File: src/chcr_defs.svh
// offsets, field positions, reset values and timing figures of the bank
`ifndef CHCR_DEFS_SVH
`define CHCR_DEFS_SVH

`define CHCR_OFS_VOLT 8'h04
`define CHCR_OFS_TIMER 8'h05
`define CHCR_OFS_INPUT 8'h06
`define CHCR_OFS_BSW 8'h07

`define CHCR_RST_VOLT 8'h58
`define CHCR_RST_TIMER 8'h9f
`define CHCR_RST_INPUT 8'he6
`define CHCR_RST_BSW 8'h4c
// detect_battery_switch_ctrl bits that the watchdog returns to default
`define CHCR_WDOG_MASK_BSW 8'hd4

`define CHCR_VOLT_CODE_MAX 5'h18
`define CHCR_VOLT_BASE_UV 3848000
`define CHCR_VOLT_STEP_UV 32000

`define CHCR_BIT_RECHG 0
`define CHCR_BIT_TIMER_EN 3
`define CHCR_BIT_TIMEOUT 2
`define CHCR_BIT_DETECT 7
`define CHCR_BIT_SLOW 6
`define CHCR_BIT_BSW_DIS 5
`define CHCR_BIT_WARM 4
`define CHCR_BIT_BSW_DLY 3
`define CHCR_BIT_BSW_RST 2

`define CHCR_VIN_BASE_MV 14'd3900
`define CHCR_VIN_STEP_MV 14'd100
`define CHCR_TRACK_1_MV 14'd200
`define CHCR_TRACK_2_MV 14'd250
`define CHCR_TRACK_3_MV 14'd300

`define CHCR_CLK_HZ 100000000
`define CHCR_TOPOFF_STEP_S 16'd900
`define CHCR_SAFETY_SHORT_S 16'd18000
`define CHCR_SAFETY_LONG_S 16'd36000
`define CHCR_BSW_DELAY_S 16'd10

`endif

File: src/chcr_pkg.sv
// types shared by the charger configuration bank
package chcr_pkg;
  typedef enum logic [2:0] {
    CHCR_TOF_IDLE = 3'b001,
    CHCR_TOF_RUN = 3'b010,
    CHCR_TOF_DONE = 3'b100
  } chcr_tof_state_t;
  typedef enum logic [2:0] {
    CHCR_BSW_ON = 3'b001,
    CHCR_BSW_WAIT = 3'b010,
    CHCR_BSW_OFF = 3'b100
  } chcr_bsw_state_t;
endpackage

File: src/chcr_regs.sv
// configuration registers 0x04..0x07 of the charger with their timers
`timescale 1ns/1ps
`default_nettype none
`include "chcr_defs.svh"

module chcr_regs
  import chcr_pkg::*;
#(
  parameter longint unsigned SEC_CYCLES = `CHCR_CLK_HZ
) (
  input wire logic core_clk,
  input wire logic arst_n,
  input wire logic reg_wr,
  input wire logic [7:0] reg_addr,
  input wire logic [7:0] reg_wdata,
  input wire logic reg_rst,
  input wire logic wdog_expire,
  input wire logic vbus_present,
  input wire logic detect_done,
  input wire logic charging,
  input wire logic term_met,
  input wire logic in_limiting,
  input wire logic in_cool,
  input wire logic in_thermal,
  input wire logic in_warm,
  input wire logic [12:0] vbat_mv,
  output logic [7:0] reg_rdata_reg,
  output logic [4:0] charge_voltage_target_reg,
  output logic warm_cap_reg,
  output logic recharge_threshold_sel_reg,
  output logic [1:0] input_overvoltage_sel_reg,
  output logic [1:0] boost_output_sel_reg,
  output logic [13:0] vin_limit_mv_reg,
  output logic detect_req_reg,
  output logic topoff_active_reg,
  output logic charge_done_reg,
  output logic safety_expired_reg,
  output logic battery_switch_on_reg,
  output logic battery_switch_reset_enable_reg
);
  localparam logic [26:0] SEC_LAST = 27'(SEC_CYCLES - 1);
  // output flops other than reg_rdata_reg and vin_limit_mv_reg (reset to zero) come out of reset showing the register defaults
  localparam logic [7:0] RST_VOLT = `CHCR_RST_VOLT;
  localparam logic [7:0] RST_INPUT = `CHCR_RST_INPUT;
  localparam logic [7:0] RST_BSW = `CHCR_RST_BSW;

  logic [7:0] volt_reg, timer_reg, input_reg, bsw_reg;
  logic [7:0] volt_next, timer_next, input_next, bsw_next;
  logic [26:0] pre_reg;
  logic sec_tick_reg, half_reg;
  logic [15:0] tof_cnt_reg, safe_cnt_reg, bsw_cnt_reg;
  chcr_tof_state_t tof_reg, tof_next;
  chcr_bsw_state_t bsw_st_reg, bsw_st_next;

  // ---------------- register writes
  wire wr_volt = reg_wr && reg_addr == `CHCR_OFS_VOLT;
  wire wr_timer = reg_wr && reg_addr == `CHCR_OFS_TIMER;
  wire wr_input = reg_wr && reg_addr == `CHCR_OFS_INPUT;
  wire wr_bsw = reg_wr && reg_addr == `CHCR_OFS_BSW;
  wire [4:0] volt_code_w = (reg_wdata[7:3] > `CHCR_VOLT_CODE_MAX) ?
                           `CHCR_VOLT_CODE_MAX : reg_wdata[7:3];
  // detection end clears the trigger; a host write in the same cycle wins
  wire [7:0] bsw_after_done = detect_done ?
      (bsw_reg & ~(8'h01 << `CHCR_BIT_DETECT)) : bsw_reg;
  wire [7:0] bsw_wdog = (bsw_reg & ~`CHCR_WDOG_MASK_BSW) |
                        (`CHCR_RST_BSW & `CHCR_WDOG_MASK_BSW);

  // register reset beats a write, a write beats watchdog expiry
  assign volt_next = reg_rst ? `CHCR_RST_VOLT :
                     wr_volt ? {volt_code_w, reg_wdata[2:0]} :
                     wdog_expire ? `CHCR_RST_VOLT : volt_reg;
  assign timer_next = reg_rst ? `CHCR_RST_TIMER :
                      wr_timer ? reg_wdata :
                      wdog_expire ? `CHCR_RST_TIMER : timer_reg;
  assign input_next = reg_rst ? `CHCR_RST_INPUT :
                      wr_input ? reg_wdata : input_reg;
  assign bsw_next = reg_rst ? `CHCR_RST_BSW :
                    wr_bsw ? reg_wdata :
                    wdog_expire ? bsw_wdog : bsw_after_done;

  always_ff @(posedge core_clk or negedge arst_n) begin
    if (!arst_n) begin
      volt_reg <= `CHCR_RST_VOLT;
      timer_reg <= `CHCR_RST_TIMER;
      input_reg <= `CHCR_RST_INPUT;
      bsw_reg <= `CHCR_RST_BSW;
    end else begin
      volt_reg <= volt_next;
      timer_reg <= timer_next;
      input_reg <= input_next;
      bsw_reg <= bsw_next;
    end
  end

  // unmapped offsets read as zero
  wire [7:0] rd_sel = (reg_addr == `CHCR_OFS_VOLT) ? volt_reg :
                      (reg_addr == `CHCR_OFS_TIMER) ? timer_reg :
                      (reg_addr == `CHCR_OFS_INPUT) ? input_reg :
                      (reg_addr == `CHCR_OFS_BSW) ? bsw_reg : 8'h00;

  // ---------------- one-second time base shared by all timers
  wire pre_wrap = pre_reg == SEC_LAST;
  always_ff @(posedge core_clk or negedge arst_n) begin
    if (!arst_n) begin
      pre_reg <= 27'h0;
      sec_tick_reg <= 1'b0;
    end else begin
      pre_reg <= pre_wrap ? 27'h0 : pre_reg + 27'h1;
      sec_tick_reg <= pre_wrap;
    end
  end

  // ---------------- top-off extension
  wire [1:0] tof_code = volt_reg[2:1];
  wire [15:0] tof_limit = 16'(`CHCR_TOPOFF_STEP_S * tof_code);
  wire tof_end = sec_tick_reg && (tof_cnt_reg + 16'h1 >= tof_limit);

  always_comb begin
    tof_next = tof_reg;
    case (tof_reg)
      CHCR_TOF_IDLE: begin
        if (charging && term_met) begin
          // no extension: terminate on the spot
          tof_next = (tof_code == 2'b00) ? CHCR_TOF_DONE :
                     CHCR_TOF_RUN;
        end
      end
      CHCR_TOF_RUN: begin
        if (!charging) begin
          tof_next = CHCR_TOF_IDLE;
        end else if (tof_end) begin
          tof_next = CHCR_TOF_DONE;
        end
      end
      CHCR_TOF_DONE: begin
        if (!charging) begin
          tof_next = CHCR_TOF_IDLE;
        end
      end
      default: tof_next = CHCR_TOF_IDLE;
    endcase
  end

  always_ff @(posedge core_clk or negedge arst_n) begin
    if (!arst_n) begin
      tof_reg <= CHCR_TOF_IDLE;
      tof_cnt_reg <= 16'h0;
    end else begin
      tof_reg <= tof_next;
      if (tof_reg != CHCR_TOF_RUN) begin
        tof_cnt_reg <= 16'h0;
      end else if (sec_tick_reg) begin
        tof_cnt_reg <= tof_cnt_reg + 16'h1;
      end
    end
  end

  // ---------------- safety timer
  wire timer_en = timer_reg[`CHCR_BIT_TIMER_EN];
  wire [15:0] safe_limit = timer_reg[`CHCR_BIT_TIMEOUT] ?
      `CHCR_SAFETY_LONG_S : `CHCR_SAFETY_SHORT_S;
  wire slow = bsw_reg[`CHCR_BIT_SLOW] &&
              (in_limiting || in_cool || in_thermal);
  // when slowed only every second tick counts
  wire safe_step = sec_tick_reg && (!slow || half_reg);
  wire safe_run = charging && timer_en;

  always_ff @(posedge core_clk or negedge arst_n) begin
    if (!arst_n) begin
      safe_cnt_reg <= 16'h0;
      half_reg <= 1'b0;
      safety_expired_reg <= 1'b0;
    end else begin
      if (sec_tick_reg) begin
        half_reg <= ~half_reg;
      end
      if (!safe_run) begin
        safe_cnt_reg <= 16'h0;
        safety_expired_reg <= 1'b0;
      end else if (safe_step && !safety_expired_reg) begin
        safe_cnt_reg <= safe_cnt_reg + 16'h1;
        safety_expired_reg <= (safe_cnt_reg + 16'h1 >= safe_limit);
      end
    end
  end

  // ---------------- battery switch control
  wire bsw_dis = bsw_reg[`CHCR_BIT_BSW_DIS];
  always_comb begin
    bsw_st_next = bsw_st_reg;
    case (bsw_st_reg)
      CHCR_BSW_ON: begin
        if (bsw_dis) begin
          bsw_st_next = bsw_reg[`CHCR_BIT_BSW_DLY] ? CHCR_BSW_WAIT :
                        CHCR_BSW_OFF;
        end
      end
      CHCR_BSW_WAIT: begin
        if (!bsw_dis) begin
          bsw_st_next = CHCR_BSW_ON;
        end else if (sec_tick_reg &&
                     bsw_cnt_reg + 16'h1 >= `CHCR_BSW_DELAY_S) begin
          bsw_st_next = CHCR_BSW_OFF;
        end
      end
      CHCR_BSW_OFF: begin
        if (!bsw_dis) begin
          bsw_st_next = CHCR_BSW_ON;
        end
      end
      default: bsw_st_next = CHCR_BSW_ON;
    endcase
  end

  always_ff @(posedge core_clk or negedge arst_n) begin
    if (!arst_n) begin
      bsw_st_reg <= CHCR_BSW_ON;
      bsw_cnt_reg <= 16'h0;
    end else begin
      bsw_st_reg <= bsw_st_next;
      if (bsw_st_reg != CHCR_BSW_WAIT) begin
        bsw_cnt_reg <= 16'h0;
      end else if (sec_tick_reg) begin
        bsw_cnt_reg <= bsw_cnt_reg + 16'h1;
      end
    end
  end

  // ---------------- input voltage limit with battery tracking
  wire [13:0] vin_reg_mv = `CHCR_VIN_BASE_MV +
      14'(`CHCR_VIN_STEP_MV * input_reg[3:0]);
  wire [13:0] track_ofs = (bsw_reg[1:0] == 2'b01) ? `CHCR_TRACK_1_MV :
                          (bsw_reg[1:0] == 2'b10) ? `CHCR_TRACK_2_MV :
                          `CHCR_TRACK_3_MV;
  wire [13:0] track_mv = {1'b0, vbat_mv} + track_ofs;
  // tracking can only raise the limit, never drop it below the register
  wire [13:0] vin_eff = (bsw_reg[1:0] != 2'b00 && track_mv > vin_reg_mv) ?
                        track_mv : vin_reg_mv;

  // ---------------- output flops
  always_ff @(posedge core_clk or negedge arst_n) begin
    if (!arst_n) begin
      reg_rdata_reg <= 8'h00;
      charge_voltage_target_reg <= RST_VOLT[7:3];
      warm_cap_reg <= 1'b0;
      recharge_threshold_sel_reg <= 1'b0;
      input_overvoltage_sel_reg <= RST_INPUT[7:6];
      boost_output_sel_reg <= RST_INPUT[5:4];
      vin_limit_mv_reg <= 14'h0;
      detect_req_reg <= 1'b0;
      topoff_active_reg <= 1'b0;
      charge_done_reg <= 1'b0;
      battery_switch_on_reg <= 1'b1;
      battery_switch_reset_enable_reg <= RST_BSW[`CHCR_BIT_BSW_RST];
    end else begin
      reg_rdata_reg <= rd_sel;
      charge_voltage_target_reg <= volt_reg[7:3];
      warm_cap_reg <= in_warm && !bsw_reg[`CHCR_BIT_WARM];
      recharge_threshold_sel_reg <= volt_reg[`CHCR_BIT_RECHG];
      input_overvoltage_sel_reg <= input_reg[7:6];
      boost_output_sel_reg <= input_reg[5:4];
      vin_limit_mv_reg <= vin_eff;
      detect_req_reg <= bsw_reg[`CHCR_BIT_DETECT] && vbus_present;
      topoff_active_reg <= tof_next == CHCR_TOF_RUN;
      charge_done_reg <= tof_next == CHCR_TOF_DONE;
      battery_switch_on_reg <= bsw_st_next != CHCR_BSW_OFF;
      battery_switch_reset_enable_reg <= bsw_reg[`CHCR_BIT_BSW_RST];
    end
  end
endmodule
`default_nettype wire

File: config.mk
export PLATFORM = sky130hd
export DESIGN_NAME = chcr_regs
export DESIGN_NICKNAME = d
export VERILOG_FILES = /design/src/chcr_pkg.sv /design/src/chcr_regs.sv
export VERILOG_INCLUDE_DIRS = /design/src
export SDC_FILE = /design/constraint.sdc
export NUM_CORES = 1
export LEC_CHECK = 0
export ABC_AREA = 1
export ABC_CLOCK_PERIOD_IN_PS = 3650
export BUFFER_PORTS_ARGS = -buffer_cell sky130_fd_sc_hd__buf_2
export CORE_MARGIN = 4
export CORE_UTILIZATION = 56
export CTS_BUF_LIST = sky130_fd_sc_hd__clkbuf_4
export CTS_CLUSTER_DIAMETER = 30
export DETAILED_ROUTE_END_ITERATION = 10
export PLACE_DENSITY = 0.79
export SLEW_MARGIN = 20
export SYNTH_ARGS = -nofsm -noshare
export SYNTH_HDL_FRONTEND = slang
export SYNTH_SLANG_ARGS = --single-unit
File: constraint.sdc
create_clock -name core_clk -period 3.65 [get_ports core_clk]
set_clock_uncertainty 0.1 [all_clocks]
set_input_delay 0.365 -clock core_clk [delete_from_list [all_inputs] [get_ports core_clk]]
set_output_delay 0.365 -clock core_clk [all_outputs]
set_load 0.005 [all_outputs]
# Word level (Yosys, flattened, before mapping)
# Index checks and enable logic that the tools add are counted.
[totals]
inputBits = 42
ff_bits = 154
elab_cells = 132
[op_classes]
mux = 42
order_cmp = 5
bitwise = 1
reduce_logical = 30
add_sub_neg = 6
n_eq_ne = 19
n_mul = 2
[ops]
columns = ["operator", "count"]
rows = [
  ["$mux 8", 16],
  ["$mux 16", 7],
  ["$add 16x1->16 const B", 3],
  ["$eq 8x3->1 const B", 4],
  ["$mux 3", 10],
  ["$add 27x1->27 const B", 1],
  ["$eq 27x27->1 const B", 1],
  ["$mux 27", 1],
  ["$mux 9", 2],
  ["$pmux 3 s3", 2],
  ["$ge 16x12->1", 1],
  ["$ge 16x16->1", 1],
  ["$ge 16x4->1 const B", 1],
  ["$add 13x9->14", 1],
  ["$gt 14x13->1", 1],
  ["$logic_and 1x1->1", 14],
  ["$mux 14", 1],
  ["$add 12x11->13 const A", 1],
  ["$mul 8x2->10 const A", 1],
  ["$reduce_bool 2->1", 5],
  ["$eq 3x2->1 const B", 3],
  ["$eq 3x3->1 const B", 3],
  ["$mul 5x4->9 const A", 1],
  ["$reduce_bool 3->1", 3],
  ["14 further kinds", 21],
]

# Logic depth before layout (Yosys ltp)
# Gate-level depths: netlist of run 1.
[logic_depth]
depth_word = 9
depth_mapped = 27
mapped_depth_nobuf = 26

# Least setup slack after synthesis of run 1
# No wires, ideal clock.
[synth_path]
path_type = "register to register"
start = "reg input_reg[1]"
end = "reg vin_limit_mv_reg[4]"
setup_slack_ps = 234
synth_period_minus_slack_ps = 3416
arrival_ps = 3190
n_path_buf = 1
t_required_ps = 3424
path_stages_with_launch = 22
cell_sequence = "dfstp_2 inv_1 ha_1 ha_1 fa_1 xnor2_1 nand2_1 xnor2_1 ha_1 nand2_1 inv_1 nor3_1 nand2_1 nand2_1 nand2_1 nand2_1 nand2_1 nand2_1 nand2_4 buf_6 nand2_1 o21ai_1"
[synth_between]
elab_chain_len = 5
[synth_lines]
columns = ["element", "line", "source"]
rows = [
  ["start: declaration", "chcr_regs.sv:47", "logic [7:0] volt_reg, timer_reg, input_reg, bsw_reg;"],
  ["start signal: assignment", "chcr_regs.sv:85", "input_reg <= `CHCR_RST_INPUT;"],
  ["start signal: assignment", "chcr_regs.sv:90", "input_reg <= input_next;"],
  ["$mul 5x4->9 (no line) *", "n/a", ""],
  ["$add 12x11->13 (no line) *", "n/a", ""],
  ["$gt 14x13->1", "chcr_regs.sv:237", "wire [13:0] vin_eff = (bsw_reg[1:0] != 2'b00 && track_mv > vin_reg_mv) ?"],
  ["$logic_and 1x1->1", "chcr_regs.sv:237", ""],
  ["$mux 14 *", "chcr_regs.sv:237", ""],
  ["net vin_eff[4]", "chcr_regs.sv:237", ""],
  ["end signal: assignment", "chcr_regs.sv:262", "vin_limit_mv_reg <= vin_eff;"],
  ["end: declaration", "chcr_regs.sv:33", "output logic [13:0] vin_limit_mv_reg,"],
]
# Mark *: on every way through the listed nets, which the timed path passes. The rest lies on a longest branch.
# A chain may end at the register's enable or synchronous reset.

# Worst setup path after layout of run 1
[layout_path]
start = "reg input_reg[2]"
end = "reg vin_limit_mv_reg[4]"
# The elaborated chain is that of the path after synthesis.

==> results.toml, run 1 <==
[synth]
seq_area_frac_synth = 0.4268
synth_nets = 1218
synthArstFlopShare = 1.000
synth_area_leaders = "dfrtp_1 35%, nand2_1 10%, ha_1 8.1%"
netlist_area_sq_um = 9107
avgSynthCellArea_sq_um = 8.168
synthCells = 1115
yosys.area.top_type = "dfrtp_1"
synth_edf_count = 0
synth_common_cells = "244 x nand2_1, 178 x inv_1, 127 x dfrtp_1"
synth.most_common_cell = "nand2_1"
synth_top_cell_area_share = 0.3489
synth.distinct_cells = 54
synth_ff_type = "dfrtp_1"
synth-seq-cells = 154
yosysWarningCount = 0

[grt]
grt_pass1_wl_um = 35460
grt_max_degree = 98
grt-ovfl-total = 0
antenna_found_initial = 1
groute.usage.overall = 0.2396
grt_pass1_vias = 7500

[min_path]
min_path_type = "primary input to flip-flop"

[die]
core_area_sq_um = 15890
die_area_sq_um = 18370
die_width_um = 135.5
io_pins = 81
fp.dieH_um = 135.5
start_util = 0.5733
row_count = 46

[sta]
slew_viol_final = 0
min_period_over_period = 1.011
setup_viol = 13
timing.fmax_ghz = 0.2709
setup_ws_ps = -41.35
rsz0062_at_grt = "true"
layout_min_cycle_time_ps = 3691
hold_viol = 0
worstMarginPinSlew_ps = 861.5
slew_headroom = 0.4257
whs_ps = 70.68

[cts]
numClockSinks = 154
clk_latency_ps = 570
tritoncts = "done"
cts-root-buf = "clkbuf_4"
clkTransAtPathRegs_ps = 140
cts_buffer_depth = 2
cts-htree-levels = 4
cts_made_buffers = 17

[place]
place_congestion = 0.9328
pre_cts_slack_ps = 13.65
dpl-instance-area_sq_um = 9786
dp_hpwl_um = 16050
port_buffers = 80
dp.cells = 1409

[pwr]
switchingPower_uw = 820.3
power_density_nw_per_um2 = 302.8
comb_power_share = 0.095
leakage_nw = 5.151
power_mw = 3.220
vdd_drop_max_mv = 0.2556
power.internal_mw = 2.400
swShare = 0.2548
clkPwrFrac = 0.365
p_seq_frac = 0.540

[route]
avgViaCountPerCell = 5.412
first_iter_violations = 536
drt.antenna.violating_nets = 0
wl_per_cell_um = 15.34
vias = 7977
finalWirelength_um = 22610
drc = 0
firstDrtPassIters = 6

[finish]
design_area_sq_um = 10640
largest_reg_flops = 27
final_net_count = 1347
layoutNonFillerInstCount = 1474
drive_above_1_share = 0.2156
syn_to_final_growth_pct = 16.77

[run]
max_cap_viol_count = 0

[worst_setup_path]
max_stage_delay_ps = 590
cp_common_cell = "ha_1"
cp_data_required_time_ps = 4050
path_cells = "inv_1 > ha_1 > inv_1 > ha_1 > ha_1 > xor2_2 > and2_4 > nand3_1 > ha_1 > a21oi_1 > nand2_1 > nand2_1 > nand2_2 > nand2_4 > nand2_8 > o21ai_1"
cp-start-kind = "flip-flop"
slowest_stage = "dfstp_2"
setup.worst_path.class = "flip-flop to flip-flop"
crit_fanout = 11
arrival_ps = 4090
end_kind = "flip-flop"

[status]
violations = "negative setup slack"
status = "finished, violations left"
[worst paths after layout]
check                                         startpoint                                endpoint  slack, ps  cells past startpoint
worst max-delay path            input_reg[2]$_DFFE_PN1P_           vin_limit_mv_reg[4]$_DFF_PN0_        -40                     16
worst min-delay path                        reg_wdata[2]                input_reg[2]$_DFFE_PN1P_         70                      3
worst max register to register  input_reg[2]$_DFFE_PN1P_           vin_limit_mv_reg[4]$_DFF_PN0_        -40                     16
worst min register to register  input_reg[5]$_DFFE_PN1P_       boost_output_sel_reg[1]$_DFF_PN1_        280                      0
max in group asynchronous                         arst_n  input_overvoltage_sel_reg[0]$_DFF_PN1_       2220                      3
min in group asynchronous                         arst_n             bsw_cnt_reg[13]$_DFFE_PN0P_        310                      2
[logic make-up after synthesis]
kind of cell | after synthesis | synth area share
fa+ha+maj | 61 | 0.08545
compound gates | 159 | 0.09947
flops | 154 | 0.4268
buf+inv | 201 | 0.08476
xor+xnor | 52 | 0.05083
simple gates | 488 | 0.2526
[critical path: cells and delay by family, from the launching register on]
kind	cells	cell delay, ps
adders and majority gates	4	1220
and+or+nand+nor	7	870
DFF	1	590
AOI/OAI and AO/OA	2	410
xor gates and xnor gates	1	220
buffers and inverters	2	210
[layout by cell type, fill, tap and decap left out, drive strengths merged]
cell,count
nor3b,5
a41oi,1
nor2,94
o31ai,1
a21o,1
o32ai,1
nor3,34
bufinv,4
o21bai,1
and2,2
clkinv,10
diode,1
xnor2,13
and3,1
nand2,258
a22o,1
o22ai,46
o21a,3
dfstp,27
dlygate4sd3,16
a22oi,2
a31oi,2
fa,2
buf,101
dfrtp,127
clkinvlp,2
a21oi,31
inv,189
ha,59
o2111ai,3
or2,1
nand3,59
nand3b,2
a221o,1
nand4,25
o21ai,64
clkbuf,19
o211ai,1
xor2,39
nor4,9
[area by class of cell]
class,instances,area [sq um]
multi-input cells,762,4703
well taps,216,270.3
fillers,1307,5250
clock buffers,19,142.6
diodes,1,2.502
inverters,192,725.7
clock inverters,13,175.2
repair buffers,117,728.2
flip-flops and latches,154,3887
[stage by stage]
step           utilization  setup TNS [ps]
2_1_floorplan            -               0
3_5_place_dp        0.6160               0
4_1_cts             0.6480               0
6_report            0.6695          -291.4
3_3_place_gp        0.6160               0
5_1_grt             0.6695           -2334
[metal layers]
| metal | up-vias | track usage | part of all wire |
|---|---|---|---|
| met5 | - | 0 | 0 |
| met4 | 0 | 0.07279 | 0.022 |
| met3 | 42 | 0.04346 | 0.061 |
| met2 | 275 | 0.4007 | 0.48 |
| met1 | 3759 | 0.3197 | 0.43 |
| li1 | 3901 | - | - |
[power by group through the flow]
stage | Combinational (mW) | Clock, mW | Sequential, mW
finish | 0.307 | 1.17 | 1.74
global route | 0.339 | 1.27 | 1.74
CTS | 0.266 | 1.20 | 1.74
detailed placement | 0.244 | 0 | 1.77
global placement | 0.238 | 0 | 1.77
floorplan | 0.121 | 0 | 1.77
[timing repair]
item | 4_1_cts | 5_1_grt
endpoints found under the setup margin | 12 | 13
cloned | 0 | 2
hold endpoints to repair | 98 | 0
pin swaps | 1 | 26
setup buffers | 4 | 10
resized for setup | 1 | 64
hold buffers | 16 | 0
Power figures use the tool's default switching activity.
==> inputs of run 2 (changes only) <==
--- a/config.mk
+++ b/config.mk
@@ -7,14 +7,15 @@
 export NUM_CORES = 1
 export LEC_CHECK = 0
 export ABC_AREA = 1
-export ABC_CLOCK_PERIOD_IN_PS = 3650
+export ABC_CLOCK_PERIOD_IN_PS = 4050
 export BUFFER_PORTS_ARGS = -buffer_cell sky130_fd_sc_hd__buf_2
 export CORE_MARGIN = 4
-export CORE_UTILIZATION = 56
+export CORE_UTILIZATION = 62
 export CTS_BUF_LIST = sky130_fd_sc_hd__clkbuf_4
 export CTS_CLUSTER_DIAMETER = 30
 export DETAILED_ROUTE_END_ITERATION = 10
-export PLACE_DENSITY = 0.79
+export PLACE_DENSITY = 0.83
+export SKIP_LAST_GASP = 1
 export SLEW_MARGIN = 20
 export SYNTH_ARGS = -nofsm -noshare
 export SYNTH_HDL_FRONTEND = slang
==> constraint.sdc (replaced) <==
create_clock -name core_clk -period 4.05 [get_ports core_clk]
set_clock_uncertainty 0.1 [all_clocks]
set_input_delay 0.405 -clock core_clk [delete_from_list [all_inputs] [get_ports core_clk]]
set_output_delay 0.405 -clock core_clk [all_outputs]
set_load 0.005 [all_outputs]
==> results.toml, run 2 (synthesis gave the netlist of run 1 again) <==
[min_path]
worstHoldEndpoint = "timer_reg[6]$_DFFE_PN0P_"
hp-start = "reg_wdata[6]"
min_path_type = "primary input to flip-flop"
whs_path_depth = 3

[die]
fp.dieH_um = 129.2
core_area_sq_um = 14480
start_util = 0.6290
die_width_um = 129.2
row_count = 44
io_pins = 81
die_area_sq_um = 16690

[sta]
worstMarginPinSlew_ps = 845.6
fin_tns_setup_ps = 0
timing.fmax_ghz = 0.2684
hold_viol = 0
layout_min_cycle_time_ps = 3726
slew_viol_final = 0
slew_headroom = 0.4363
min_period_over_period = 0.9199
setup_ws_ps = 324.4
setup_viol = 0
rsz0062_at_grt = "false"

[pwr]
clkPwrFrac = 0.372
power.internal_mw = 2.148
power_density_nw_per_um2 = 280.0
p_seq_frac = 0.549
vdd_drop_max_mv = 0.1805
swShare = 0.2472
comb_power_share = 0.079
leakage_nw = 5.004
switchingPower_uw = 705.3

[cts]
cts-root-buf = "clkbuf_4"
post_cts_buffers = 0
cts-htree-levels = 4
clkTransAtPathRegs_ps = 130
numClockSinks = 154
cts_made_buffers = 17
clk_latency_ps = 580
cts_buffer_depth = 2
tritoncts = "done"

[place]
port_buffers = 80
dpl-instance-area_sq_um = 9713
dp_hpwl_um = 15800
place_congestion = 0.9171
dp.cells = 1371
pre_cts_slack_ps = 324.1

[route]
avgViaCountPerCell = 5.594
met1_length_um = 9146
wl_met2_um = 10480
drc = 0
drt.antenna.violating_nets = 0
firstDrtPassIters = 6
vias = 7933
finalWirelength_um = 21670
wl_met3_um = 1483
routed.top_layer = "met5"
wl_per_cell_um = 15.28
first_iter_violations = 527

[finish]
syn_to_final_growth_pct = 11.90
final_net_count = 1324
drive_above_1_share = 0.1629
layoutNonFillerInstCount = 1418
antenna_cells = 0
largest_reg_flops = 27
layout_common_cells = "243 x nand2_1, 178 x inv_1, 127 x dfrtp_1, 79 x buf_2, 74 x nor2_1"
design_area_sq_um = 10190
final_common_cell = "nand2_1"

[worst_setup_path]
r2r-end = "vin_limit_mv_reg[4]$_DFF_PN0_"
end_kind = "flip-flop"
cp-start-kind = "flip-flop"
ff2ff_setup_slack_ps = 320
setup.worst_path.class = "flip-flop to flip-flop"
timing.rr.start = "input_reg[1]$_DFFE_PN1P_"
cp_data_required_time_ps = 4410
reg2regPathDepth = 20
crit_fanout = 11
arrival_ps = 4080

[run]
max_cap_viol_count = 0

[grt]
grt_pass1_vias = 7609
groute.usage.overall = 0.2661
grt_pass1_wl_um = 35480
grt_max_degree = 92
grt-ovfl-total = 0
antenna_found_initial = 1

[status]
status = "complete, no violations"
[run 2: per-layer routing]
layer  vias to the layer above  global-route usage
met4                         2             0.09636
met2                       299              0.4363
met3                        52             0.06307
met1                      3720              0.3466
met5                         -                   0
li1                       3860                   -
[run 2: repair_timing]
action / in CTS / in global routing
hold endpoints to repair: 92 / 0
endpoints found under the setup margin: 0 / 13
hold buffers: 14 / 0
resized for setup: 0 / 4
[run 2: stage by stage]
step | utilization | power, mW | hold slack [ps]
2_1_floorplan | - | 1.702 | 9.409
3_3_place_gp | 0.6708 | 1.805 | 256.8
3_5_place_dp | 0.6708 | 1.807 | 259.9
4_1_cts | 0.7029 | 2.874 | 0.3212
5_1_grt | 0.7039 | 2.973 | 3.984
6_report | 0.7039 | 2.853 | 40.90
[run 2: cell type report]
class,count,area [sq um]
multi-input combinational,761,4462
tap,184,230.2
clock inverter,12,173.9
inverter,192,720.7
sequential,154,3887
fill,1109,4288
timing repair buffer,95,566.8
clock buffer,20,150.1
[run 2: worst max-delay path by stage]
stage | cells after the start | slack [ps] | start | end
after global placement | 20 | 400 | input_reg[1]$_DFFE_PN1P_ | vin_limit_mv_reg[4]$_DFF_PN0_
after global routing | 24 | 6 | bsw_reg[0]$_DFFE_PN0P_ | vin_limit_mv_reg[4]$_DFF_PN0_
after floorplan | 21 | 630 | input_reg[1]$_DFFE_PN1P_ | vin_limit_mv_reg[4]$_DFF_PN0_
after CTS | 20 | 300 | input_reg[1]$_DFFE_PN1P_ | vin_limit_mv_reg[4]$_DFF_PN0_
final | 20 | 320 | input_reg[1]$_DFFE_PN1P_ | vin_limit_mv_reg[4]$_DFF_PN0_
after detailed placement | 20 | 320 | input_reg[1]$_DFFE_PN1P_ | vin_limit_mv_reg[4]$_DFF_PN0_
[run 2: critical path: stages, from the launching register on]
cell and delay, ps:
dfstp_2 570, inv_1 100, ha_1 340, ha_1 240, fa_1 410, xnor2_1 290, nand2_1 110, xnor2_1 230
ha_1 280, nand2_1 100, nor2_1 50, nor3_1 140, nand2_1 70, nand2_1 60, nand2_1 40, nand2_1 50
nand2_1 50, nand2_2 120, nand2_4 120, nand2_1 80, o21ai_1 70
[run 2: power by group through the flow]
| stage | Sequential, mW | Clock, mW | Combinational, mW |
|---|---|---|---|
| after global routing | 1.57 | 1.15 | 0.256 |
| after global placement | 1.59 | 0 | 0.211 |
| after CTS | 1.57 | 1.08 | 0.225 |
| final | 1.57 | 1.06 | 0.225 |
| after detailed placement | 1.59 | 0 | 0.213 |
| after floorplan | 1.59 | 0 | 0.109 |
